File: src/rtl/lec_pkg.sv
// Package of constants and types for the link security configuration and interrupt enable block.
`default_nettype none
package lec_pkg;

  // ****************************************************************
  // Register bus geometry and register indices
  // ****************************************************************
  localparam int unsigned APB_AW         = 12;
  localparam int unsigned APB_DW         = 32;
  localparam logic [7:0]  IDX_SEC_CFG    = 8'hC2;
  localparam logic [7:0]  IDX_IRQ_EN     = 8'hC6;
  localparam logic [7:0]  IDX_IRQ_STAT   = 8'hC7;
  localparam logic [7:0]  IDX_LINK_STAT  = 8'hD0;

  // ****************************************************************
  // Security configuration fields
  // ****************************************************************
  localparam int unsigned CFG_VERIFY_BIT = 7;
  localparam int unsigned CFG_RPT_BIT    = 5;
  localparam int unsigned CFG_MODE_HI    = 4;
  localparam int unsigned CFG_MODE_LO    = 3;
  localparam int unsigned CFG_LOCK_BIT   = 1;
  localparam logic [7:0]  CFG_RESET      = 8'h80;
  localparam logic [7:0]  CFG_WMASK      = 8'hBA;

  // ****************************************************************
  // Interrupt enable and status fields
  // ****************************************************************
  localparam int unsigned IRQ_IND_BIT    = 7;
  localparam int unsigned IRQ_DET_BIT    = 6;
  localparam int unsigned IRQ_REM_BIT    = 5;
  localparam int unsigned IRQ_GLOBAL_BIT = 0;
  localparam int unsigned IRQ_SRC_N      = 3;
  localparam logic [7:0]  IRQ_RESET      = 8'h00;
  localparam logic [7:0]  IRQ_WMASK      = 8'hE1;
  localparam logic [2:0]  STAT_RESET     = 3'h0;

  // ****************************************************************
  // Periodic link check
  // ****************************************************************
  localparam int unsigned VERIFY_PERIOD  = 16;
  localparam int unsigned FRAME_CNT_W    = $clog2(VERIFY_PERIOD);
  localparam logic [FRAME_CNT_W-1:0] FRAME_CNT_LAST = FRAME_CNT_W'(VERIFY_PERIOD - 1);

  // ****************************************************************
  // Encryption policy
  // ****************************************************************
  typedef enum logic [1:0] {
    ENC_AUTH   = 2'h0,
    ENC_REG    = 2'h1,
    ENC_ALWAYS = 2'h2,
    ENC_FRAME  = 2'h3
  } lec_enc_mode_t;

  // Byte address of a register word from its index.
  function automatic logic [APB_AW-1:0] lec_addr(input logic [7:0] idx);
    lec_addr = {2'h0, idx, 2'h0};
  endfunction

endpackage
`default_nettype wire

File: src/rtl/lec_regs.sv
// Link security configuration and interrupt enable registers behind an APB slave.
//
// Overview of operation
// - Verify bit set: check link value every 16th frame.
// - Config bit 5 turns repeater mode on.
// - Bits 4:3 choose the frame encryption policy.
// - Strap set gives mode 11, else 00.
// - Detect select 1 also needs receiver lock.
// - Enable bit 7 gates indirect access interrupt.
// - Enable bit 6 gates receiver detect interrupt.
// - Enable bit 5 passes downstream interrupt requests.
// - Bit 0 globally gates the host interrupt.
// - Global flag shows any enabled pending source.
`timescale 1ns/100ps
`default_nettype none
module lec_regs
  import lec_pkg::*;
(
  // Clock, reset and clock enable
  input  wire logic              clk,
  input  wire logic              sys_rst,
  input  wire logic              ce,

  // APB slave
  input  wire logic [APB_AW-1:0] paddr,
  input  wire logic              psel,
  input  wire logic              penable,
  input  wire logic              pwrite,
  input  wire logic [APB_DW-1:0] pwdata,
  input  wire logic [3:0]        pstrb,
  output logic      [APB_DW-1:0] prdata,
  output logic                   pready,
  output logic                   pslverr,

  // Straps and frame timing
  input  wire logic              repeater_strap,
  input  wire logic              frame_start,
  input  wire logic              frame_inband_encrypt,
  input  wire logic              link_authenticated,
  input  wire logic              reg_encrypt_request,

  // Downstream receiver and indirect access events
  input  wire logic              rx_detected,
  input  wire logic              rx_locked,
  input  wire logic              remote_irq_req,
  input  wire logic              indirect_access_done,

  // Link control outputs
  output logic                   link_check_strobe,
  output logic                   repeater_enable,
  output lec_enc_mode_t          enc_mode,
  output logic                   encrypt_frame,

  // Host interrupt
  output logic                   irq
);

  // ****************************************************************
  // Helpers
  // ****************************************************************
  // Reserved bits are dropped on the way in, so they always read back as zero.
  function automatic logic [7:0] lec_wr_byte(input logic [APB_DW-1:0] wdata, input logic [7:0] wmask);
    lec_wr_byte = wdata[7:0] & wmask;
  endfunction

  // An eight-bit register sits in the low byte of the bus word with the upper bits zero.
  function automatic logic [APB_DW-1:0] lec_rd_word(input logic [7:0] value);
    lec_rd_word = {{(APB_DW-8){1'b0}}, value};
  endfunction

  // ****************************************************************
  // Address decode
  // ****************************************************************
  logic sel_cfg;
  logic sel_en;
  logic sel_stat;
  logic sel_link;
  logic addr_hit;
  logic setup_ph;
  logic wr_take;
  logic wr_lane0;

  always_comb begin
    sel_cfg  = (paddr == lec_addr(IDX_SEC_CFG));
    sel_en   = (paddr == lec_addr(IDX_IRQ_EN));
    sel_stat = (paddr == lec_addr(IDX_IRQ_STAT));
    sel_link = (paddr == lec_addr(IDX_LINK_STAT));
    addr_hit = sel_cfg | sel_en | sel_stat | sel_link;
    setup_ph = psel & ~penable;
    // The write lands on the single edge where the master sees pready high.
    wr_take  = psel & penable & pready & pwrite & addr_hit;
    wr_lane0 = wr_take & pstrb[0];
  end

  // ****************************************************************
  // Strap capture after reset release
  // ****************************************************************
  logic strap_done_q;
  logic strap_done_d;
  logic strap_val_q;
  logic strap_val_d;
  logic strap_load;

  // The strap is read by the clock one cycle after release, never by the reset itself.
  always_comb begin
    strap_load   = ~strap_done_q;
    strap_done_d = 1'b1;
    strap_val_d  = strap_load ? repeater_strap : strap_val_q;
  end

  always_ff @(posedge clk) begin
    if (sys_rst) begin
      strap_done_q <= 1'b0;
      strap_val_q  <= 1'b0;
    end else if (ce) begin
      strap_done_q <= strap_done_d;
      strap_val_q  <= strap_val_d;
    end
  end

  // ****************************************************************
  // Security configuration register
  // ****************************************************************
  logic [7:0] cfg_q;
  logic [7:0] cfg_d;

  always_comb begin
    cfg_d = cfg_q;
    if (strap_load) begin
      cfg_d[CFG_MODE_HI:CFG_MODE_LO] = repeater_strap ? ENC_FRAME : ENC_AUTH;
    end
    if (wr_lane0 && sel_cfg) begin
      cfg_d = lec_wr_byte(pwdata, CFG_WMASK);
    end
  end

  always_ff @(posedge clk) begin
    if (sys_rst) begin
      cfg_q <= CFG_RESET;
    end else if (ce) begin
      cfg_q <= cfg_d;
    end
  end

  // ****************************************************************
  // Interrupt enable register
  // ****************************************************************
  // This register doubles as the interrupt mask; a cleared bit still lets its status bit set.
  logic [7:0] en_q;
  logic [7:0] en_d;

  always_comb begin
    en_d = en_q;
    if (wr_lane0 && sel_en) begin
      en_d = lec_wr_byte(pwdata, IRQ_WMASK);
    end
  end

  always_ff @(posedge clk) begin
    if (sys_rst) begin
      en_q <= IRQ_RESET;
    end else if (ce) begin
      en_q <= en_d;
    end
  end

  // ****************************************************************
  // Event qualification
  // ****************************************************************
  logic                 det_qual;
  logic                 det_qual_q;
  logic                 det_rise;
  logic [IRQ_SRC_N-1:0] ev_set;
  logic [IRQ_SRC_N-1:0] ev_clr;
  logic [IRQ_SRC_N-1:0] stat;

  // A detect counts once per rising edge of the qualified level, so a receiver that stays
  // present does not refire after software clears the bit.
  always_comb begin
    det_qual = rx_detected & (~cfg_q[CFG_LOCK_BIT] | rx_locked);
    det_rise = det_qual & ~det_qual_q;
    ev_set   = {indirect_access_done, det_rise, remote_irq_req};
    ev_clr   = '0;
    if (wr_lane0 && sel_stat) begin
      ev_clr = pwdata[IRQ_IND_BIT:IRQ_REM_BIT];
    end
  end

  always_ff @(posedge clk) begin
    if (sys_rst) begin
      det_qual_q <= 1'b0;
    end else if (ce) begin
      det_qual_q <= det_qual;
    end
  end

  // Inside the sticky bank a set beats a clear in the same cycle, so no event is lost.
  lec_sticky u_sticky (
    .clk     (clk),
    .sys_rst (sys_rst),
    .ce      (ce),
    .set_i   (ev_set),
    .clr_i   (ev_clr),
    .stat_q  (stat)
  );

  // ****************************************************************
  // Interrupt combine
  // ****************************************************************
  logic [IRQ_SRC_N-1:0] pending;
  logic                 global_flag;
  logic                 irq_d;

  always_comb begin
    pending[2]  = stat[2] & en_q[IRQ_IND_BIT];
    pending[1]  = stat[1] & en_q[IRQ_DET_BIT];
    pending[0]  = stat[0] & en_q[IRQ_REM_BIT];
    // The global flag ignores the global enable, so software can poll with the line switched off.
    global_flag = |pending;
    irq_d       = en_q[IRQ_GLOBAL_BIT] & global_flag;
  end

  // ****************************************************************
  // Periodic link check
  // ****************************************************************
  logic check_q;

  // The check request is registered once more on its way out, so the strobe trails the frame by two edges.
  lec_frame_check u_frame_check (
    .clk         (clk),
    .sys_rst     (sys_rst),
    .ce          (ce),
    .enable      (cfg_q[CFG_VERIFY_BIT]),
    .frame_start (frame_start),
    .check_q     (check_q)
  );

  // ****************************************************************
  // Encryption policy
  // ****************************************************************
  lec_enc_mode_t mode_cur;
  logic          enc_d;

  // The policy result is registered together with the mode, so both outputs change on the same edge.
  always_comb begin
    mode_cur = lec_enc_mode_t'(cfg_q[CFG_MODE_HI:CFG_MODE_LO]);
    unique case (mode_cur)
      ENC_AUTH:   enc_d = link_authenticated;
      ENC_REG:    enc_d = reg_encrypt_request;
      ENC_ALWAYS: enc_d = 1'b1;
      ENC_FRAME:  enc_d = frame_inband_encrypt;
    endcase
  end

  // ****************************************************************
  // Read path and bus answer
  // ****************************************************************
  logic [APB_DW-1:0] rdata_d;
  logic              ready_d;
  logic              err_d;

  // Read data is captured in the setup cycle so that the answer comes from a flop with no wait.
  always_comb begin
    rdata_d = prdata;
    ready_d = setup_ph;
    // An unmapped address is answered at once with an error and zero data, and a write to it is dropped.
    err_d   = setup_ph & ~addr_hit;
    if (setup_ph) begin
      rdata_d = '0;
      if (sel_cfg) begin
        rdata_d = lec_rd_word(cfg_q);
      end
      if (sel_en) begin
        rdata_d = lec_rd_word(en_q);
      end
      if (sel_stat) begin
        rdata_d[IRQ_IND_BIT:IRQ_REM_BIT] = stat;
        rdata_d[IRQ_GLOBAL_BIT]          = global_flag;
      end
      if (sel_link) begin
        rdata_d[3:0] = {det_qual, strap_val_q, rx_locked, rx_detected};
      end
    end
  end

  // ****************************************************************
  // Bus answer registers
  // ****************************************************************
  always_ff @(posedge clk) begin
    if (sys_rst) begin
      prdata  <= '0;
      pready  <= 1'b0;
      pslverr <= 1'b0;
    end else if (ce) begin
      prdata  <= rdata_d;
      pready  <= ready_d;
      pslverr <= err_d;
    end
  end

  // ****************************************************************
  // Link control output registers
  // ****************************************************************
  logic          strobe_d;
  logic          rpt_d;
  lec_enc_mode_t mode_d;

  // Every link control output leaves from a flop, so the pins never show decode glitches.
  always_comb begin
    strobe_d = check_q;
    rpt_d    = cfg_q[CFG_RPT_BIT];
    mode_d   = mode_cur;
  end

  always_ff @(posedge clk) begin
    if (sys_rst) begin
      link_check_strobe <= 1'b0;
      repeater_enable   <= 1'b0;
      enc_mode          <= ENC_AUTH;
      encrypt_frame     <= 1'b0;
    end else if (ce) begin
      link_check_strobe <= strobe_d;
      repeater_enable   <= rpt_d;
      enc_mode          <= mode_d;
      encrypt_frame     <= enc_d;
    end
  end

  // ****************************************************************
  // Host interrupt register
  // ****************************************************************
  always_ff @(posedge clk) begin
    if (sys_rst) begin
      irq <= 1'b0;
    end else if (ce) begin
      irq <= irq_d;
    end
  end

endmodule
`default_nettype wire

File: src/rtl/lec_sticky.sv
// Sticky event bits, set by hardware and cleared by software.
`timescale 1ns/100ps
`default_nettype none
module lec_sticky
  import lec_pkg::*;
(
  // Clock and control
  input  wire logic                 clk,
  input  wire logic                 sys_rst,
  input  wire logic                 ce,
  // Events and clears
  input  wire logic [IRQ_SRC_N-1:0] set_i,
  input  wire logic [IRQ_SRC_N-1:0] clr_i,
  // State
  output logic      [IRQ_SRC_N-1:0] stat_q
);

  logic [IRQ_SRC_N-1:0] stat_d;

  // An event in the cycle of its clear is kept, so the set is applied last.
  always_comb begin
    stat_d = (stat_q & ~clr_i) | set_i;
  end

  always_ff @(posedge clk) begin
    if (sys_rst) begin
      stat_q <= STAT_RESET;
    end else if (ce) begin
      stat_q <= stat_d;
    end
  end

endmodule
`default_nettype wire

File: src/rtl/lec_frame_check.sv
// Frame counter that requests a link check value comparison every period of frames.
`timescale 1ns/100ps
`default_nettype none
module lec_frame_check
  import lec_pkg::*;
(
  // Clock and control
  input  wire logic clk,
  input  wire logic sys_rst,
  input  wire logic ce,
  // Frame side
  input  wire logic enable,
  input  wire logic frame_start,
  // Check request
  output logic      check_q
);

  logic [FRAME_CNT_W-1:0] cnt_q;
  logic [FRAME_CNT_W-1:0] cnt_d;
  logic                   check_d;

  // Turning the check off restarts the count, so the first check after enabling is a full period away.
  always_comb begin
    cnt_d   = cnt_q;
    check_d = 1'b0;
    if (!enable) begin
      cnt_d = '0;
    end else if (frame_start) begin
      cnt_d   = cnt_q + 1'b1;
      check_d = (cnt_q == FRAME_CNT_LAST);
    end
  end

  always_ff @(posedge clk) begin
    if (sys_rst) begin
      cnt_q   <= '0;
      check_q <= 1'b0;
    end else if (ce) begin
      cnt_q   <= cnt_d;
      check_q <= check_d;
    end
  end

endmodule
`default_nettype wire

File: config.mk
export PLATFORM = sky130hd
export DESIGN_NAME = lec_regs
export DESIGN_NICKNAME = d
export VERILOG_FILES = /design/src/rtl/lec_pkg.sv /design/src/rtl/lec_regs.sv /design/src/rtl/lec_sticky.sv /design/src/rtl/lec_frame_check.sv
export SDC_FILE = /design/constraint.sdc
export NUM_CORES = 1
export LEC_CHECK = 0
export ABC_AREA = 1
export ABC_CLOCK_PERIOD_IN_PS = 1700
export BUFFER_PORTS_ARGS = -buffer_cell sky130_fd_sc_hd__buf_4
export CAP_MARGIN = 25
export CORE_MARGIN = 1
export CORE_UTILIZATION = 45
export DETAILED_ROUTE_END_ITERATION = 8
export PLACE_DENSITY = 0.8
export SLEW_MARGIN = 40
export SYNTH_ARGS = -nofsm -noshare
export SYNTH_HDL_FRONTEND = slang
export SYNTH_SLANG_ARGS = --single-unit
File: constraint.sdc
create_clock -name clk -period 1.7 [get_ports clk]
set_clock_uncertainty 0.2 [all_clocks]
set_input_delay 0.085 -clock clk [delete_from_list [all_inputs] [get_ports clk]]
set_output_delay 0.085 -clock clk [all_outputs]
set_load 0.02 [all_outputs]
# == Yosys cells after proc, flatten, opt, wreduce, memory -nomap -nowiden ==
# Index checks and enable logic that the tools add are counted.
# word_totals
regBits,60
# op_classes
n_addsub,1
n_eq_ne,10
mux,14
bitwise,25
n_reduce_logical,11
# op_table
cell,n
== test 12 x 10 -> 1 bit (second input constant),4
two-way mux 32 bit,1
AND 1 bit,13
two-way mux 4 bit,3
AND reduction 2 bit,6
two-way mux 8 bit,1
two-way mux 3 bit,2
two-way mux 5 bit,1
NOT 1 bit,5
adder 4 x 1 -> 4 bit (second input constant),1
== test 2 bit (second input constant),2
== test 4 bit (second input constant),1
two-way mux 2 bit,2
OR 1 bit,4
one-hot mux 1 bit (4 select lines),1
AND 3 bit,1
logical AND 1 bit,3
two-way mux 1 bit,3
NOT 3 bit,1
OR 3 bit,1
OR reduction 3 bit,1
== test 2 x 1 -> 1 bit (second input constant),1
logical NOT 2 bit,1
inequality test 2 x 1 -> 1 bit (second input constant),1
inequality test 2 bit (second input constant),1

# == Longest topological paths before layout ==
# depth
ltp_word,11
ltp_mapped,10
depth_no_buf,10

# == Modules after synthesis ==
# A second synthesis with hierarchy kept.
# hier_totals
cells_unflattened,296
hier_area_um2,2025.7
# by_module_without_submodules
mod,instances,cells_per_inst,area_per_inst_um2,seq_area_each_um2
lec_regs,1,243,1662.8,560.5
lec_frame_check,1,38,254.0,100.1
lec_sticky,1,15,108.9,60.1

# == Least setup slack after synthesis ==
# Ideal clock, no wire load.
# synth_path
kind,reg-to-reg
start,reg pready
end,reg en_q[0]
setup_time_ns,0.113
arrival_ns,1.241
slack_ns,0.146
stages_incl_launch_ff,8
synth_period_minus_slack_ns,1.554
cell_sequence,dfxtp_1 -> nand2_1 -> nor2_4 -> inv_1 -> nor2_4 -> nand4_4 -> nor2_1 -> nor2_1
# synth_via
elab_chain_cells,6
# synth_lines
item,line,source
"start, declared",lec_regs.sv:32,"output logic pready,"
"start signal, assigned",lec_regs.sv:296,pready <= ready_d;
AND 1 bit (3 in a row),lec_regs.sv:91,wr_take = psel & penable & pready & pwrite & addr_hit;
AND 1 bit,lec_regs.sv:92,wr_lane0 = wr_take & pstrb[0];
logical AND 1 bit,lec_regs.sv:154,if (wr_lane0 && sel_en) begin
AND reduction 2 bit (no source line),-,
"end signal, assigned",lec_regs.sv:163,en_q <= en_d;
"end, declared",lec_regs.sv:149,logic [7:0] en_q;
# No other way between the ends.
# A chain may end at the register's enable or synchronous reset.

# == Worst setup path in the final report ==
# layout_path
start,in rx_locked
end,reg det_qual_q
# layout_via
elab_chain_cells,2
# layout_lines
item,line,source
"start, declared",lec_regs.sv:44,"input wire logic rx_locked,"
OR 1 bit,lec_regs.sv:180,det_qual = rx_detected & (~cfg_q[CFG_LOCK_BIT] | rx_locked);
AND 1 bit,lec_regs.sv:180,
"end signal, assigned",lec_regs.sv:193,det_qual_q <= det_qual;
"end, declared",lec_regs.sv:171,logic det_qual_q;
# No other way between the ends.

==> flow_metrics.env <==
export IMPL_worst_setup_path_end_kind="register"
export IMPL_status="finished, final reports clean"
export IMPL_gp_congestion=0.820
export IMPL_setup_violations=0
export IMPL_ys_types=31
export IMPL_p_leak_nw=1.28
export IMPL_slew_violations=0
export IMPL_initial_utilization=0.481
export IMPL_finalHoldViolations=0
export IMPL_clock_sinks=36
export IMPL_layout_nets=416
export IMPL_drtIter0Drc=165
export IMPL_diodes=0
export IMPL_routed_wirelength_mm=4.88
export IMPL_antenna_found_initial=0
export IMPL_dieArea_sq_mm=0.00464
export IMPL_r2r_slack_ns=0.13
export IMPL_port_buffers=50
export IMPL_synth_seq_cells=36
export IMPL_period_share=0.966
export IMPL_layout_drive_gt1_share=0.266
export IMPL_drv_cap=0
export IMPL_clockBufferDepth=2
export IMPL_cts_tree="yes"
export IMPL_wl_per_cell_um=12.1
export IMPL_synth_warnings=0
export IMPL_finalSetupTns_ns=0
export IMPL_design_power_total_w=0.00200
export IMPL_synth_avg_cell_area_sq_um=7.31
export IMPL_core_area_sq_mm=0.00409
export IMPL_grt_pass1_vias=1751
export IMPL_ant_nets=0
export IMPL_arrival_ns=1.63
export IMPL_setup_worst_path_class="input port to register"
export IMPL_design_area_sq_mm=0.00276
export IMPL_postPlaceCellArea_sq_mm=0.00230
export IMPL_timing_rr_end="det_qual_q$_SDFFE_PP0P_"
export IMPL_min_period_ns=1.64
export IMPL_cp_max_fo=2
export IMPL_critical_path_endpoint="det_qual_q$_SDFFE_PP0P_"
export IMPL_grt_overflow=0
export IMPL_worstHoldPathType="input port to register"
export IMPL_cts_clk_slew_worst_paths_ns=0.07
export IMPL_ys_seq_area_frac=0.367
export IMPL_crit_chain="dlygate4sd3_1, buf_4, nor2_2, nor2_1, nand2_1, dlygate4sd3_1, a21oi_1"
export IMPL_clkLatencyLatePin_ns=0.30
export IMPL_track_usage=0.226
export IMPL_p_per_area_mw_per_mm2=724
export IMPL_critical_path_max_stage_delay_ns=0.55
export IMPL_netlist_instances=269
export IMPL_clock_root_buffer="clkbuf_8"
export IMPL_peakVddDrop_mv=0.589
export IMPL_vias=1970
export IMPL_die_w_um=68.1
export IMPL_crit_required_ns=1.68
export IMPL_netlist_area_sq_mm=0.00197
export IMPL_drt_pass1_iterations=4
export IMPL_startpoint_type="input port"
export IMPL_dp_cells=365
export IMPL_crit_slowest_cell="dlygate4sd3_1"
export IMPL_ios=103
export IMPL_cts_buffers=5
export IMPL_reg2reg_depth=6
export IMPL_max_freq_mhz=609
export IMPL_post_route_drc_count=0
export IMPL_placementRows=23
export IMPL_vias_per_cell=4.89
export IMPL_grt_max_degree=23
export IMPL_cp_common_cell="dlygate4sd3_1"
export IMPL_r2r_start="cfg_q[1]$_SDFFE_PP0P_"
export IMPL_finalNonFillerCells=403
export IMPL_dp_hpwl_mm=3.25
export IMPL_startpoint="rx_locked"
export IMPL_grt_pass1_wl_mm=7.62
export IMPL_htreeDepth=2
export IMPL_area_delta_synth_final_pct=40.5
export IMPL_die_h_um=68.1
[worst min-delay path by stage]
stage,from,end,slack [ns],cells after the start
finish,paddr[7],prdata[2]$_SDFFE_PP0P_,0.02,6
global route,paddr[7],prdata[2]$_SDFFE_PP0P_,0.05,6
CTS,paddr[7],prdata[2]$_SDFFE_PP0P_,0.001,6
detailed placement,pwdata[0],en_q[0]$_SDFFE_PP0P_,0.12,3
global placement,pwdata[0],en_q[0]$_SDFFE_PP0P_,0.10,3
floorplan,pwdata[0],en_q[0]$_SDFFE_PP0P_,0.02,2
[placed cells by master (no fill, tap or decap), types with 2 or more instances in the layout]
cell type / instances
o21ai_0: 20
o211ai_1: 4
inv_2: 2
nand3_4: 3
clkbuf_8: 5
nand4_1: 7
nor3_1: 3
a31oi_1: 2
nand2_4: 2
a21oi_1: 22
conb_1: 24
nand2_1: 42
a211oi_1: 3
inv_1: 28
dlymetal6s4s_1: 2
o21ai_1: 4
nor2_2: 5
o21ai_2: 2
nand3_1: 13
nor2_4: 7
buf_4: 57
nand2_2: 2
nor2_1: 21
buf_6: 2
dlygate4sd3_1: 23
dfxtp_1: 36
[synth_stat cells]
master,instances,area share
buf_4,27,0.10
ha_1,1,0.0064
nor2_1,24,0.046
o21ai_1,5,0.013
xnor2_1,1,0.0045
a21oi_1,22,0.056
clkinv_4,1,0.0045
inv_1,29,0.055
nand2_2,3,0.0095
nor2_2,5,0.016
o211ai_1,4,0.015
dfxtp_1,36,0.37
nor2_4,4,0.023
nand3_2,1,0.0051
nand3_4,2,0.018
inv_2,3,0.0057
nand4_4,1,0.011
a31oi_1,2,0.0064
a41oi_1,1,0.0045
nor3_1,3,0.0076
a211oi_1,3,0.011
nand2_4,1,0.0057
buf_2,1,0.0025
nand3_1,13,0.033
nand4_1,7,0.022
clkbuf_1,3,0.0057
conb_1,1,0.0019
or2_2,1,0.0032
nand2_1,42,0.080
o21ai_0,21,0.053
nor3b_1,1,0.0038
[worst max-delay path, delay by kind of cell]
| family | cells | cell delay (ns) |
|---|---|---|
| buffers and inverters | 3 | 1.23 |
| AND/OR/NAND/NOR | 3 | 0.24 |
| AO/OA/AOI/OAI | 1 | 0.06 |
[state kept, by name (all words and copies together), names as in the netlist, 2 cells and up]
register / cells
cfg_q: 5
en_q: 4
enc_mode: 2
prdata: 8
u_frame_check.cnt_q: 4
u_sticky.stat_q: 3
[power by group]
group | leakage (nW) | total, W | switching (W) | internal (W)
clock network | 0.0552 | 0.000753 | 0.000318 | 0.000435
registers | 0.294 | 0.000898 | 0.0000214 | 0.000877
logic | 0.926 | 0.000348 | 0.000194 | 0.000154
[per-stage QoR]
| step | hold slack, ns | worst slack [ns] | utilization |
|---|---|---|---|
| after floorplan | 0.0199 | 0.146 | - |
| after global placement | 0.105 | 0.235 | 0.563 |
| after detailed placement | 0.116 | 0.204 | 0.563 |
| after CTS | 0.00145 | 0.0165 | 0.651 |
| after global routing | 0.0460 | -0.0144 | 0.676 |
| final | 0.0157 | 0.0580 | 0.676 |
[routing by layer]
| metal | GRT usage | wire length, um | vias to the layer above |
|---|---|---|---|
| li1 | - | - | 998 |
| met3 | 0.0733 | 321 | 5 |
| met2 | 0.387 | 2470 | 66 |
| met5 | 0 | 0 | - |
| met4 | 0.0677 | 48 | 0 |
| met1 | 0.264 | 2040 | 901 |
[cell type report]
class / instances / area [sq um]
multi-input combinational: 192 / 1030
clock inverter: 2 / 35.0
timing repair buffer: 84 / 706
tap: 50 / 62.6
sequential: 36 / 721
clock buffer: 6 / 72.6
inverter: 33 / 140
fill: 336 / 1320
[kinds of logic after synthesis]
logic type / synth area share
and+or+nand+nor: 0.284
buffers and inverters: 0.177
AOI/OAI and AO/OA: 0.160
DFF: 0.367
xor gates and xnor gates: 0.00446
adders and majority gates: 0.00636
other: 0.00191
[timing repair]
action	in CTS	in global routing
buffers inserted	0	7
endpoints found under the hold margin	31	0
hold buffers	25	0
endpoints found under the setup margin	0	16
resized for setup	0	19
Note: power is estimated with default switching activity, not from simulation.
